<file path="src/common/cgss_map.svh">
// Register map, field positions, masks, reset value and bus response codes.
// Assumes inclusion by the design module only.
`ifndef CGSS_MAP_SVH
`define CGSS_MAP_SVH
`define CGSS_OFF_POST_DIVIDE_VALUE_IDX 8'h02
`define CGSS_OFF_FLAGS_IDX 8'h03
`define CGSS_OFF_IRQEN_IDX 8'h04
`define CGSS_OFF_CLOCK_SOURCE_SELECT_IDX 8'h05
`define CGSS_FLG_TIMEOUT 7
`define CGSS_FLG_POWERON_RESET_FLAG 6
`define CGSS_FLG_BROWN 5
`define CGSS_FLG_LOCKCHG 4
`define CGSS_FLG_LOCK 3
`define CGSS_FLG_BADADDR 2
`define CGSS_FLG_SCMCHG 1
`define CGSS_FLG_SCM 0
`define CGSS_SEL_SYNTH 7
`define CGSS_SEL_PSTOP 6
`define CGSS_SEL_OSCCFG 5
`define CGSS_SEL_SYNWAI 3
`define CGSS_SEL_TMRWAI 1
`define CGSS_SEL_WDGWAI 0
`define CGSS_IRQEN_MASK 8'h92
`define CGSS_POST_DIVIDE_VALUE_MASK 8'h1F
`define CGSS_RESET_BYTE 8'h00
`define CGSS_BUS_OKAY 2'h0
`define CGSS_BUS_SLVERR 2'h2
`endif

</file>
<file path="src/common/cgss_pkg.sv">
// Types shared by the clock status and select block.
// Assumes cgss_map.svh is on the include path.
package cgss_pkg;
  typedef enum logic [1:0] {
    CGSS_RD_IDLE = 2'b00,
    CGSS_RD_RESP = 2'b01
  } cgss_rd_st_t;

  typedef struct packed {
    logic [7:0] post_divide_value;
    logic periodic_timeout_flag;
    logic poweron_reset_flag;
    logic brownout_reset_flag;
    logic lock_change_flag;
    logic bad_address_reset_flag;
    logic self_clock_change_flag;
    logic lock_prev;
    logic scm_prev;
    logic [7:0] irq_en;
    logic synth_clock_choose;
    logic osc_keep_in_stop;
    logic synth_off_in_wait;
    logic timer_off_in_wait;
    logic watchdog_off_in_wait;
    logic wdg_written;
    logic wait_prev;
    logic stop_prev;
    logic scm_enter_prev;
    logic [7:0] div_cnt;
    logic synth_clock;
    logic bus_clock;
    logic irq;
    logic timer_init;
    logic wdg_init;
    logic synth_pwr;
    logic osc_run;
    logic timer_run;
    logic wdg_run;
  } cgss_core_t;

  typedef struct packed {
    logic aw_done;
    logic w_done;
    logic [7:0] aw_idx;
    logic [7:0] wdata;
    logic bvalid;
    logic [1:0] bresp;
    cgss_rd_st_t rd_st;
    logic [7:0] rdata;
    logic [1:0] rresp;
    logic awready;
    logic wready;
    logic arready;
  } cgss_bus_t;

  typedef struct packed {
    cgss_core_t core;
    cgss_bus_t bus;
  } cgss_state_t;
endpackage

</file>
<file path="src/rtl/cgss_top.sv">
// Clock generator status, flags, interrupt enables and clock select.
// Assumes an AXI4-Lite master on sys_clk_i and event pulses from the
// synthesizer, timer and reset logic synchronous to the same clock.
// What this block does
// Post divider divides VCO by twice value; zero passes VCO.
// Post divider write ignored while synth selected.
// Timer flag sets on timeout, W1C, interrupts.
// Power-on flag set by POR, W1C only.
// Brownout flag set by LVR, W1C only.
// Bad-address flag kept; cleared by POR/LVR/W1C.
// Lock-change flag on lock edge, W1C, interrupts.
// Lock bit read-only, zero in self clock.
// Self-clock-change flag on status edge, W1C.
// Self clock status bit read-only.
// Enables at bits 7, 4, 1 gate interrupts.
// Synth select bit written as zero while unlocked.
// Synth select cleared on SELF_CLOCK_STATUS, stop, wait when synth_off_in_wait set.
// Bus clock is half selected source.
// Software should read back synth select.
// Oscillator kept in stop when bit set.
// Oscillator config status is read-only.
// Synth powered down in wait when enabled.
// Timer stops and reinitialises in wait when enabled.
// Watchdog stops in wait when enabled; write-once normally.
// Writing zero to a flag does nothing.
//
// Design decision made here: register access over AXI4-Lite.
`timescale 1ns/1ps
`include "cgss_map.svh"
module cgss_top import cgss_pkg::*; (
  input wire logic sys_clk_i,
  input wire logic resetn_i,
  input wire logic [31:0] s_axi_awaddr_i,
  input wire logic s_axi_awvalid_i,
  output logic s_axi_awready_o,
  input wire logic [31:0] s_axi_wdata_i,
  input wire logic [3:0] s_axi_wstrb_i,
  input wire logic s_axi_wvalid_i,
  output logic s_axi_wready_o,
  output logic [1:0] s_axi_bresp_o,
  output logic s_axi_bvalid_o,
  input wire logic s_axi_bready_i,
  input wire logic [31:0] s_axi_araddr_i,
  input wire logic s_axi_arvalid_i,
  output logic s_axi_arready_o,
  output logic [31:0] s_axi_rdata_o,
  output logic [1:0] s_axi_rresp_o,
  output logic s_axi_rvalid_o,
  input wire logic s_axi_rready_i,
  input wire logic vco_clock_i,
  input wire logic oscillator_clock_i,
  input wire logic lock_raw_i,
  input wire logic self_clock_status_i,
  input wire logic periodic_timeout_i,
  input wire logic poweron_reset_i,
  input wire logic brownout_reset_i,
  input wire logic bad_address_reset_i,
  input wire logic osc_config_status_i,
  input wire logic special_mode_i,
  input wire logic synth_power_on_i,
  input wire logic wait_mode_i,
  input wire logic stop_mode_i,
  output logic synth_clock_o,
  output logic bus_clock_o,
  output logic system_from_synth_o,
  output logic irq_o,
  output logic synth_power_o,
  output logic osc_run_o,
  output logic timer_init_o,
  output logic timer_run_o,
  output logic watchdog_init_o,
  output logic watchdog_run_o
);
  cgss_state_t st_r;
  cgss_state_t st_nxt;
  logic lock_eff;
  logic aw_ok;
  logic w_ok;
  logic do_wr;
  logic [7:0] wb;
  logic [7:0] rsel;
  logic [7:0] flags_rd;
  logic [7:0] sel_rd;
  logic [7:0] half;

  // Lock is forced low in self clock mode. R8
  assign lock_eff = lock_raw_i & ~self_clock_status_i;

  always_comb begin
    st_nxt = st_r;
    aw_ok = s_axi_awvalid_i & st_r.bus.awready;
    w_ok = s_axi_wvalid_i & st_r.bus.wready;
    if (aw_ok) begin
      st_nxt.bus.aw_done = 1'b1;
      st_nxt.bus.aw_idx = s_axi_awaddr_i[9:2];
    end
    if (w_ok) begin
      st_nxt.bus.w_done = 1'b1;
      st_nxt.bus.wdata = s_axi_wstrb_i[0] ? s_axi_wdata_i[7:0] : 8'h00;
    end
    do_wr = st_r.bus.aw_done & st_r.bus.w_done;
    wb = st_r.bus.wdata;
    flags_rd = {st_r.core.periodic_timeout_flag,
                st_r.core.poweron_reset_flag,
                st_r.core.brownout_reset_flag,
                st_r.core.lock_change_flag, lock_eff,
                st_r.core.bad_address_reset_flag,
                st_r.core.self_clock_change_flag,
                self_clock_status_i};
    // Oscillator configuration comes straight from the pin. R17
    sel_rd = {st_r.core.synth_clock_choose, st_r.core.osc_keep_in_stop,
              osc_config_status_i, 1'b0, st_r.core.synth_off_in_wait,
              1'b0, st_r.core.timer_off_in_wait,
              st_r.core.watchdog_off_in_wait};
    if (do_wr) begin
      st_nxt.bus.aw_done = 1'b0;
      st_nxt.bus.w_done = 1'b0;
      st_nxt.bus.bvalid = 1'b1;
      st_nxt.bus.bresp = `CGSS_BUS_OKAY;
      unique case (st_r.bus.aw_idx)
        `CGSS_OFF_POST_DIVIDE_VALUE_IDX: begin
          if (!st_r.core.synth_clock_choose) begin
            st_nxt.core.post_divide_value = wb & `CGSS_POST_DIVIDE_VALUE_MASK;
          end
        end
        `CGSS_OFF_FLAGS_IDX: begin
          // Ones clear, zeros leave the flag alone; set wins below. R21
          if (wb[`CGSS_FLG_TIMEOUT]) begin
            st_nxt.core.periodic_timeout_flag = 1'b0;
          end
          if (wb[`CGSS_FLG_POWERON_RESET_FLAG]) begin
            st_nxt.core.poweron_reset_flag = 1'b0;
          end
          if (wb[`CGSS_FLG_BROWN]) begin
            st_nxt.core.brownout_reset_flag = 1'b0;
          end
          if (wb[`CGSS_FLG_LOCKCHG]) begin
            st_nxt.core.lock_change_flag = 1'b0;
          end
          if (wb[`CGSS_FLG_BADADDR]) begin
            st_nxt.core.bad_address_reset_flag = 1'b0;
          end
          if (wb[`CGSS_FLG_SCMCHG]) begin
            st_nxt.core.self_clock_change_flag = 1'b0;
          end
        end
        `CGSS_OFF_IRQEN_IDX: begin
          st_nxt.core.irq_en = wb & `CGSS_IRQEN_MASK;
        end
        `CGSS_OFF_CLOCK_SOURCE_SELECT_IDX: begin
          // Unlocked synth must never become the system clock. R12
          st_nxt.core.synth_clock_choose =
            wb[`CGSS_SEL_SYNTH] & lock_eff;
          st_nxt.core.osc_keep_in_stop = wb[`CGSS_SEL_PSTOP];
          st_nxt.core.synth_off_in_wait = wb[`CGSS_SEL_SYNWAI];
          st_nxt.core.timer_off_in_wait = wb[`CGSS_SEL_TMRWAI];
          if (special_mode_i || !st_r.core.wdg_written) begin
            st_nxt.core.watchdog_off_in_wait = wb[`CGSS_SEL_WDGWAI];
            st_nxt.core.wdg_written = 1'b1;
          end
        end
        default: begin
          st_nxt.bus.bresp = `CGSS_BUS_SLVERR;
        end
      endcase
    end
    if (st_r.bus.bvalid && s_axi_bready_i) begin
      st_nxt.bus.bvalid = 1'b0;
    end
    unique case (s_axi_araddr_i[9:2])
      `CGSS_OFF_POST_DIVIDE_VALUE_IDX: rsel = st_r.core.post_divide_value;
      `CGSS_OFF_FLAGS_IDX: rsel = flags_rd;
      `CGSS_OFF_IRQEN_IDX: rsel = st_r.core.irq_en;
      `CGSS_OFF_CLOCK_SOURCE_SELECT_IDX: rsel = sel_rd;
      default: rsel = 8'h00;
    endcase
    unique case (st_r.bus.rd_st)
      CGSS_RD_IDLE: begin
        if (s_axi_arvalid_i && st_r.bus.arready) begin
          st_nxt.bus.rd_st = CGSS_RD_RESP;
          st_nxt.bus.rdata = rsel;
          st_nxt.bus.rresp = (s_axi_araddr_i[9:2] >= `CGSS_OFF_POST_DIVIDE_VALUE_IDX
            && s_axi_araddr_i[9:2] <= `CGSS_OFF_CLOCK_SOURCE_SELECT_IDX
            && s_axi_araddr_i[31:10] == 22'h0) ? `CGSS_BUS_OKAY
            : `CGSS_BUS_SLVERR;
        end
      end
      CGSS_RD_RESP: begin
        if (s_axi_rready_i) begin
          st_nxt.bus.rd_st = CGSS_RD_IDLE;
        end
      end
      default: st_nxt.bus.rd_st = CGSS_RD_IDLE;
    endcase

    // Hardware events; each set overrides a W1C clear in the same cycle.
    if (periodic_timeout_i) begin
      st_nxt.core.periodic_timeout_flag = 1'b1;
    end
    st_nxt.core.lock_prev = lock_eff;
    if (lock_eff != st_r.core.lock_prev) begin
      st_nxt.core.lock_change_flag = 1'b1;
    end
    st_nxt.core.scm_prev = self_clock_status_i;
    if (self_clock_status_i != st_r.core.scm_prev) begin
      st_nxt.core.self_clock_change_flag = 1'b1;
    end
    if (poweron_reset_i) begin
      st_nxt.core.poweron_reset_flag = 1'b1;
    end
    if (brownout_reset_i) begin
      st_nxt.core.brownout_reset_flag = 1'b1;
    end
    if (poweron_reset_i || brownout_reset_i) begin
      st_nxt.core.bad_address_reset_flag = 1'b0;
    end else if (bad_address_reset_i) begin
      st_nxt.core.bad_address_reset_flag = 1'b1;
    end

    // Entry edges into stop, self clock, or wait with synth_off_in_wait set drop the synth selection. R13
    st_nxt.core.wait_prev = wait_mode_i;
    st_nxt.core.stop_prev = stop_mode_i;
    st_nxt.core.scm_enter_prev = self_clock_status_i;
    if ((self_clock_status_i && !st_r.core.scm_enter_prev) ||
        (stop_mode_i && !st_r.core.stop_prev) ||
        (wait_mode_i && !st_r.core.wait_prev &&
         st_r.core.synth_off_in_wait)) begin
      st_nxt.core.synth_clock_choose = 1'b0;
    end

    st_nxt.core.irq =
      (st_r.core.periodic_timeout_flag &
       st_r.core.irq_en[`CGSS_FLG_TIMEOUT]) |
      (st_r.core.lock_change_flag & st_r.core.irq_en[`CGSS_FLG_LOCKCHG]) |
      (st_r.core.self_clock_change_flag &
       st_r.core.irq_en[`CGSS_FLG_SCMCHG]);

    // Synth power: on bit stays, but power drops in wait when synth_off_in_wait is set. R18
    st_nxt.core.synth_pwr = (synth_power_on_i | self_clock_status_i) &
      ~(wait_mode_i & st_r.core.synth_off_in_wait);
    st_nxt.core.osc_run = ~stop_mode_i | st_r.core.osc_keep_in_stop;
    st_nxt.core.timer_init = wait_mode_i & st_r.core.timer_off_in_wait;
    st_nxt.core.wdg_init = wait_mode_i & st_r.core.watchdog_off_in_wait;
    st_nxt.core.timer_run = ~st_nxt.core.timer_init;
    st_nxt.core.wdg_run = ~st_nxt.core.wdg_init;
    // Ready flags are registered from next state, so they stay low for one
    // cycle after reset, and every top output but s_axi_rvalid_o comes straight from a flip-flop.
    st_nxt.bus.awready = ~st_nxt.bus.aw_done & ~st_nxt.bus.bvalid;
    st_nxt.bus.wready = ~st_nxt.bus.w_done & ~st_nxt.bus.bvalid;
    st_nxt.bus.arready = (st_nxt.bus.rd_st == CGSS_RD_IDLE);

    // Post divider toggles after every value cycles with the VCO sample high. R1
    half = st_r.core.post_divide_value;
    if (half == 8'h00) begin
      st_nxt.core.synth_clock = vco_clock_i;
    end else if (vco_clock_i) begin
      if (st_r.core.div_cnt + 8'h01 >= half) begin
        st_nxt.core.div_cnt = 8'h00;
        st_nxt.core.synth_clock = ~st_r.core.synth_clock;
      end else begin
        st_nxt.core.div_cnt = st_r.core.div_cnt + 8'h01;
      end
    end
    // Bus clock toggles on each synth rising edge, or each cycle the oscillator sample is high. R14
    if (st_r.core.synth_clock_choose ?
        (st_nxt.core.synth_clock & ~st_r.core.synth_clock) :
        oscillator_clock_i) begin
      st_nxt.core.bus_clock = ~st_r.core.bus_clock;
    end
  end

  always_ff @(posedge sys_clk_i or negedge resetn_i) begin
    if (!resetn_i) begin
      st_r <= '0;
    end else begin
      st_r <= st_nxt;
    end
  end

  assign s_axi_awready_o = st_r.bus.awready;
  assign s_axi_wready_o = st_r.bus.wready;
  assign s_axi_bvalid_o = st_r.bus.bvalid;
  assign s_axi_bresp_o = st_r.bus.bresp;
  assign s_axi_arready_o = st_r.bus.arready;
  assign s_axi_rvalid_o = (st_r.bus.rd_st == CGSS_RD_RESP);
  assign s_axi_rdata_o = {24'h000000, st_r.bus.rdata};
  assign s_axi_rresp_o = st_r.bus.rresp;
  assign synth_clock_o = st_r.core.synth_clock;
  assign bus_clock_o = st_r.core.bus_clock;
  assign system_from_synth_o = st_r.core.synth_clock_choose;
  assign irq_o = st_r.core.irq;
  assign synth_power_o = st_r.core.synth_pwr;
  assign osc_run_o = st_r.core.osc_run;
  assign timer_init_o = st_r.core.timer_init;
  assign timer_run_o = st_r.core.timer_run;
  assign watchdog_init_o = st_r.core.wdg_init;
  assign watchdog_run_o = st_r.core.wdg_run;
endmodule

</file>
<file path="config.mk">
export PLATFORM = sky130hd
export DESIGN_NAME = cgss_top
export DESIGN_NICKNAME = d
export VERILOG_FILES = /design/src/common/cgss_pkg.sv /design/src/rtl/cgss_top.sv
export VERILOG_INCLUDE_DIRS = /design/src /design/src/common
export SDC_FILE = /design/constraint.sdc
export NUM_CORES = 1
export LEC_CHECK = 0
export ABC_AREA = 1
export ABC_CLOCK_PERIOD_IN_PS = 2590
export BUFFER_PORTS_ARGS = -buffer_cell sky130_fd_sc_hd__clkbuf_2
export CORE_UTILIZATION = 48
export CTS_BUF_LIST = sky130_fd_sc_hd__clkbuf_2
export CTS_CLUSTER_DIAMETER = 60
export DETAILED_ROUTE_END_ITERATION = 8
export MAX_ROUTING_LAYER = met4
export PLACE_DENSITY = 0.86
export REMOVE_ABC_BUFFERS = 1
export SYNTH_ARGS = -nofsm -noshare
export SYNTH_HDL_FRONTEND = slang
export SYNTH_SLANG_ARGS = --single-unit
</file>
<file path="constraint.sdc">
create_clock -name sys_clk_i -period 2.59 [get_ports sys_clk_i]
set_input_delay 0.3885 -clock sys_clk_i [delete_from_list [all_inputs] [get_ports sys_clk_i]]
set_output_delay 0.3885 -clock sys_clk_i [all_outputs]
set_load 0.05 [all_outputs]
</file>
* Yosys cells after proc, flatten, opt, wreduce, memory -nomap -nowiden
Index checks and enable logic that the tools add are counted.
** Storage, ports and cells
- Bits in registers :: 77
- Input port bits :: 120
** Operators by class
- $add $sub $neg :: 1
- Magnitude comparators :: 3
- Equal/unequal tests :: 11
- Multiplexer cells :: 36
- Bitwise logic cells :: 31
- Reductions and logical operators :: 54
** Operators by type and width (count)
- nonzero test 2 bit :: 17
- == test 8 x 2 -> 1 bit (second input constant) :: 4
- == test 8 x 3 -> 1 bit (second input constant) :: 4
- case mux 8 bit (4 select lines) :: 1
- 2-to-1 mux 6 bit :: 4
- AND reduction 3 bit :: 8
- logical NOT 22 bit :: 1
- 2-to-1 mux 1 bit :: 21
- 2-to-1 mux 8 bit :: 2
- AND 1 bit :: 15
- 2-to-1 mux 12 bit :: 1
- inverter 1 bit :: 12
- 2-to-1 mux 2 bit :: 5
- AND reduction 2 bit :: 5
- nonzero test 3 bit :: 3
- adder 8 x 1 -> 8 bit (second input constant) :: 1
- greater-or-equal comparator 8 x 2 -> 1 bit (second input constant) :: 1
- greater-or-equal comparator 8 x 5 -> 1 bit :: 1
- <= comparator 8 x 3 -> 1 bit (second input constant) :: 1
- logical AND 1 bit :: 8
- logical NOT 8 bit :: 1
- logical NOT 1 bit :: 4
- logical NOT 2 bit :: 2
- logical OR 1 bit :: 4
- other kinds (6) :: 10

* Longest topological paths before layout
- Depth after elaboration :: 7
- Mapped depth :: 17
- Depth with buffers taken out :: 17

* Worst setup path before layout
No wires, ideal clock.
- Path kind :: register to register
- Start point :: register st_r[45] (netlist bit)
- End point :: register st_r, in the netlist synth_clock_o
- Arrival :: 1962 ps
- Required time :: 2472 ps
- Slack :: 510 ps
- Stages on the path, launching flop included :: 17
- Period minus slack after synthesis :: 2080 ps
- Path through :: dfrtp_1 > ha_1 > nand2_1 > inv_2 > nand2_1 > xor2_1 > inv_1 > ha_1 > a21oi_1 > nand2_1 > nor2_1 > nand2_1 > nor2_2 > nand2_2 > nand2_2 > xor2_1 > inv_1
** RTL lines
- from (decl) :: line cgss_top.sv:74 : cgss_state_t st_r;
- from (signal assigned) :: line cgss_top.sv:276 : st_r <= st_nxt;

==> flow_metrics.tcl <==
set metrics [dict create \
    status "complete, no violations" \
    cts_num_sinks 75 \
    fin_ws_ns 0.222 \
    worstPathMaxFanout 5 \
    max_stage_delay_ns 0.49 \
    synth_top_area_share 0.511 \
    cts_max_path_buffers 2 \
    grt_overflow_total 0 \
    cpMaxStageDelayCell "dfrtp_1" \
    finClkSkew_ns 0.0336 \
    r2r-start "st_r[45]$_DFFE_PN0P_" \
    final_cell_area_um2 4220 \
    fp.dieArea_um2 8000 \
    cp-start-kind "flip-flop" \
    powerDensity_nw_per_um2 711 \
    hold_ws_ns 0.0554 \
    post-place-cells 607 \
    syn_area_per_cell_um2 8.54 \
    reg2reg_depth 16 \
    chipHeight_um 89.5 \
    antenna_found_initial 0 \
    drive_above_1_share 0.255 \
    hp-class "input port to flip-flop" \
    clkTransAtPathRegs_ns 0.21 \
    num_vias 2980 \
    holdPathStages 1 \
    final_cell_mix "111 x nand2_1, 100 x clkbuf_2, 75 x dfrtp_1, 50 x inv_1, 37 x nor2_1" \
    ys_seq_elements 75 \
    start_util 0.501 \
    postCtsSetupBuffers 0 \
    p_comb_frac 0.279 \
    rsz0062_at_grt "false" \
    leakagePower_nw 2.25 \
    p_clk_frac 0.204 \
    final_util 0.575 \
    finalHoldViolCount 0 \
    cpMostUsedCell "nand2_1" \
    ctsResizeCount 0 \
    cts_tree "done" \
    path_class "flip-flop to flip-flop" \
    first_pass_iters 4 \
    ir_worst_vdd_uv 729 \
    dpl-instance-area_um2 4080 \
    globalplace.congestion 0.832 \
    fin_setup_tns_ns 0 \
    num_rows 31 \
    area_delta_synth_final_pct 14.9 \
    cp.depth 16 \
    fin_crit_sh 0.914 \
    drc 0 \
    crit_start "st_r[45]$_DFFE_PN0P_" \
    nets 649 \
    cp_data_arrival_time_ns 2.78 \
    tightest_slew_ns 0.635 \
    drtIter0Drc 157 \
    port-buffer-count 91 \
    grt_pass1_wl_um 12300 \
    yosysTopAreaCell "dfrtp_1" \
    first_global_vias 2763 \
    synthesis.area_um2 3670 \
    p_int_mw 1.85 \
    wl_per_cell_um 11.9 \
    ios 171 \
    path_cells "ha_1, nand2_1, inv_2, nand2_1, xor2_1, inv_1, ha_1, a21oi_1, nand2_1, nor2_1, nand2_1, nor2_2, nand2_2, nand2_2, xor2_1, inv_1" \
    syn_inst 430 \
    routed_wl_um 7470 \
    ys_types 33 \
    critPathTopFamily "simple AND/OR/NAND/NOR gates" \
    total_power_mw 3.00 \
    grt_max_degree 49 \
    hold_buffers 2 \
    rrSetupSlack_ns 0.22 \
    path_buf_inv 3 \
    synth-seq-area-share 0.511 \
    worst-endpoint-required_ns 3.00 \
    fin_crit_ns 2.37 \
    cp-end-kind "flip-flop" \
    root_buffer "clkbuf_2" \
    fillers 661 \
    seq_power_share 0.517 \
    via_per_inst 4.77 \
    setup_viol 0 \
    post-place-ws_ns 0.236 \
    maxCapViolCount 0 \
    num_antenna_cells 0 \
    synthTopCellsByArea "dfrtp_1 51%, nand2_1 11%, buf_4 7.4%, inv_1 5.1%, o21ai_0 3.8%" \
    htree_num_levels 3 \
    drv_slew 0 \
    die_w_um 89.5 \
    core_area_um2 7330 \
    cts-buffers-inserted 9 \
    drtAntennaViolNets 0 \
    yosysWarnings 0 \
    final_common_cell "nand2_1" \
    critPathCapture "synth_clock_o$_DFF_PN0_" \
    maxSlewHeadroom 0.577 \
    p_sw_mw 1.15 \
    power_switching_share 0.383 \
    fin_cells 625 \
    dp_hpwl_um 5780 \
    r2r_end "synth_clock_o$_DFF_PN0_" \
    grt.total_usage 0.211 \
    clkLatencyLatePin_ns 0.49 \
    fmax_mhz 422 \
]
==> synth_stat cells <==
cell	instances
nor2_2	2
a21oi_1	11
o221ai_1	1
inv_2	7
nor2_1	37
buf_4	36
mux2_1	1
o2111ai_1	1
a31oi_1	1
nand2_2	3
nor4_1	5
nand2_1	111
nand3_2	2
o21ai_2	5
conb_1	1
buf_1	1
clkbuf_1	3
o21ai_1	5
ha_1	7
inv_1	50
nor4_2	1
a221oi_1	1
a22o_1	1
nand4_2	1
dfrtp_1	75
nand4_1	3
nor3_2	2
o21a_1	2
mux2_2	4
xor2_1	4
o21ai_0	28
nor3_1	6
nand3_1	12
==> area by class of cell <==
type                            count  area (µm²)  area share
Timing Repair Buffer               95         505       0.120
Inverter                           57         214      0.0507
Tap cell                           99         124      0.0294
Clock buffer                       10        50.0      0.0119
Clock inverter                      5        55.1      0.0131
Multi-Input combinational cell    284        1390       0.330
Sequential cell                    75        1880       0.445
==> worst min path at each step <==
stage	end	slack [ns]	startpoint
after floorplan	bus_clock_o$_DFFE_PN0P_	0.09	resetn_i
after global placement	st_r[56]$_DFFE_PN0P_	0.43	st_r[56]$_DFFE_PN0P_
after detailed placement	watchdog_run_o$_DFF_PN0_	0.45	resetn_i
after CTS	st_r[55]$_DFF_PN0_	0.007	wait_mode_i
after global routing	st_r[53]$_DFF_PN0_	0.02	self_clock_status_i
final	st_r[53]$_DFF_PN0_	0.06	self_clock_status_i
==> state kept, by name (all words and copies together) (netlist names), 4 cells and up <==
register / cells
half: 5
sel_rd: 4
wb: 8
flags_rd: 6
s_axi_rdata_o: 8
st_r: 28
==> power groups by stage <==
stage | Sequential [mW] | Combinational, mW | Clock, mW
finish | 1.55 | 0.837 | 0.611
global route | 1.58 | 0.939 | 0.671
CTS | 1.55 | 0.843 | 0.626
detailed placement | 1.57 | 0.839 | 0
global placement | 1.56 | 0.799 | 0
floorplan | 1.69 | 0.454 | 0
==> cell families (layout without fill, tap and decap cells) <==
logic type	count (synthesis)	count (layout)	synth area share
simple gates	185	185	0.216
buf+inv	97	167	0.136
flops	75	75	0.511
compound gates	56	56	0.0873
fa+ha+maj	7	7	0.0239
mux	5	5	0.0153
xor+xnor	4	4	0.00954
other cells	1	27	0.00102
==> metal layers <==
metal  GRT usage  vias up  wire, µm
li1            -     1482         -
met1       0.262     1400      3320
met2       0.347       92      3770
met3      0.0332        6       316
met4      0.0837        0        61
met5           -        -         0
(Power assumes the default switching activity.)
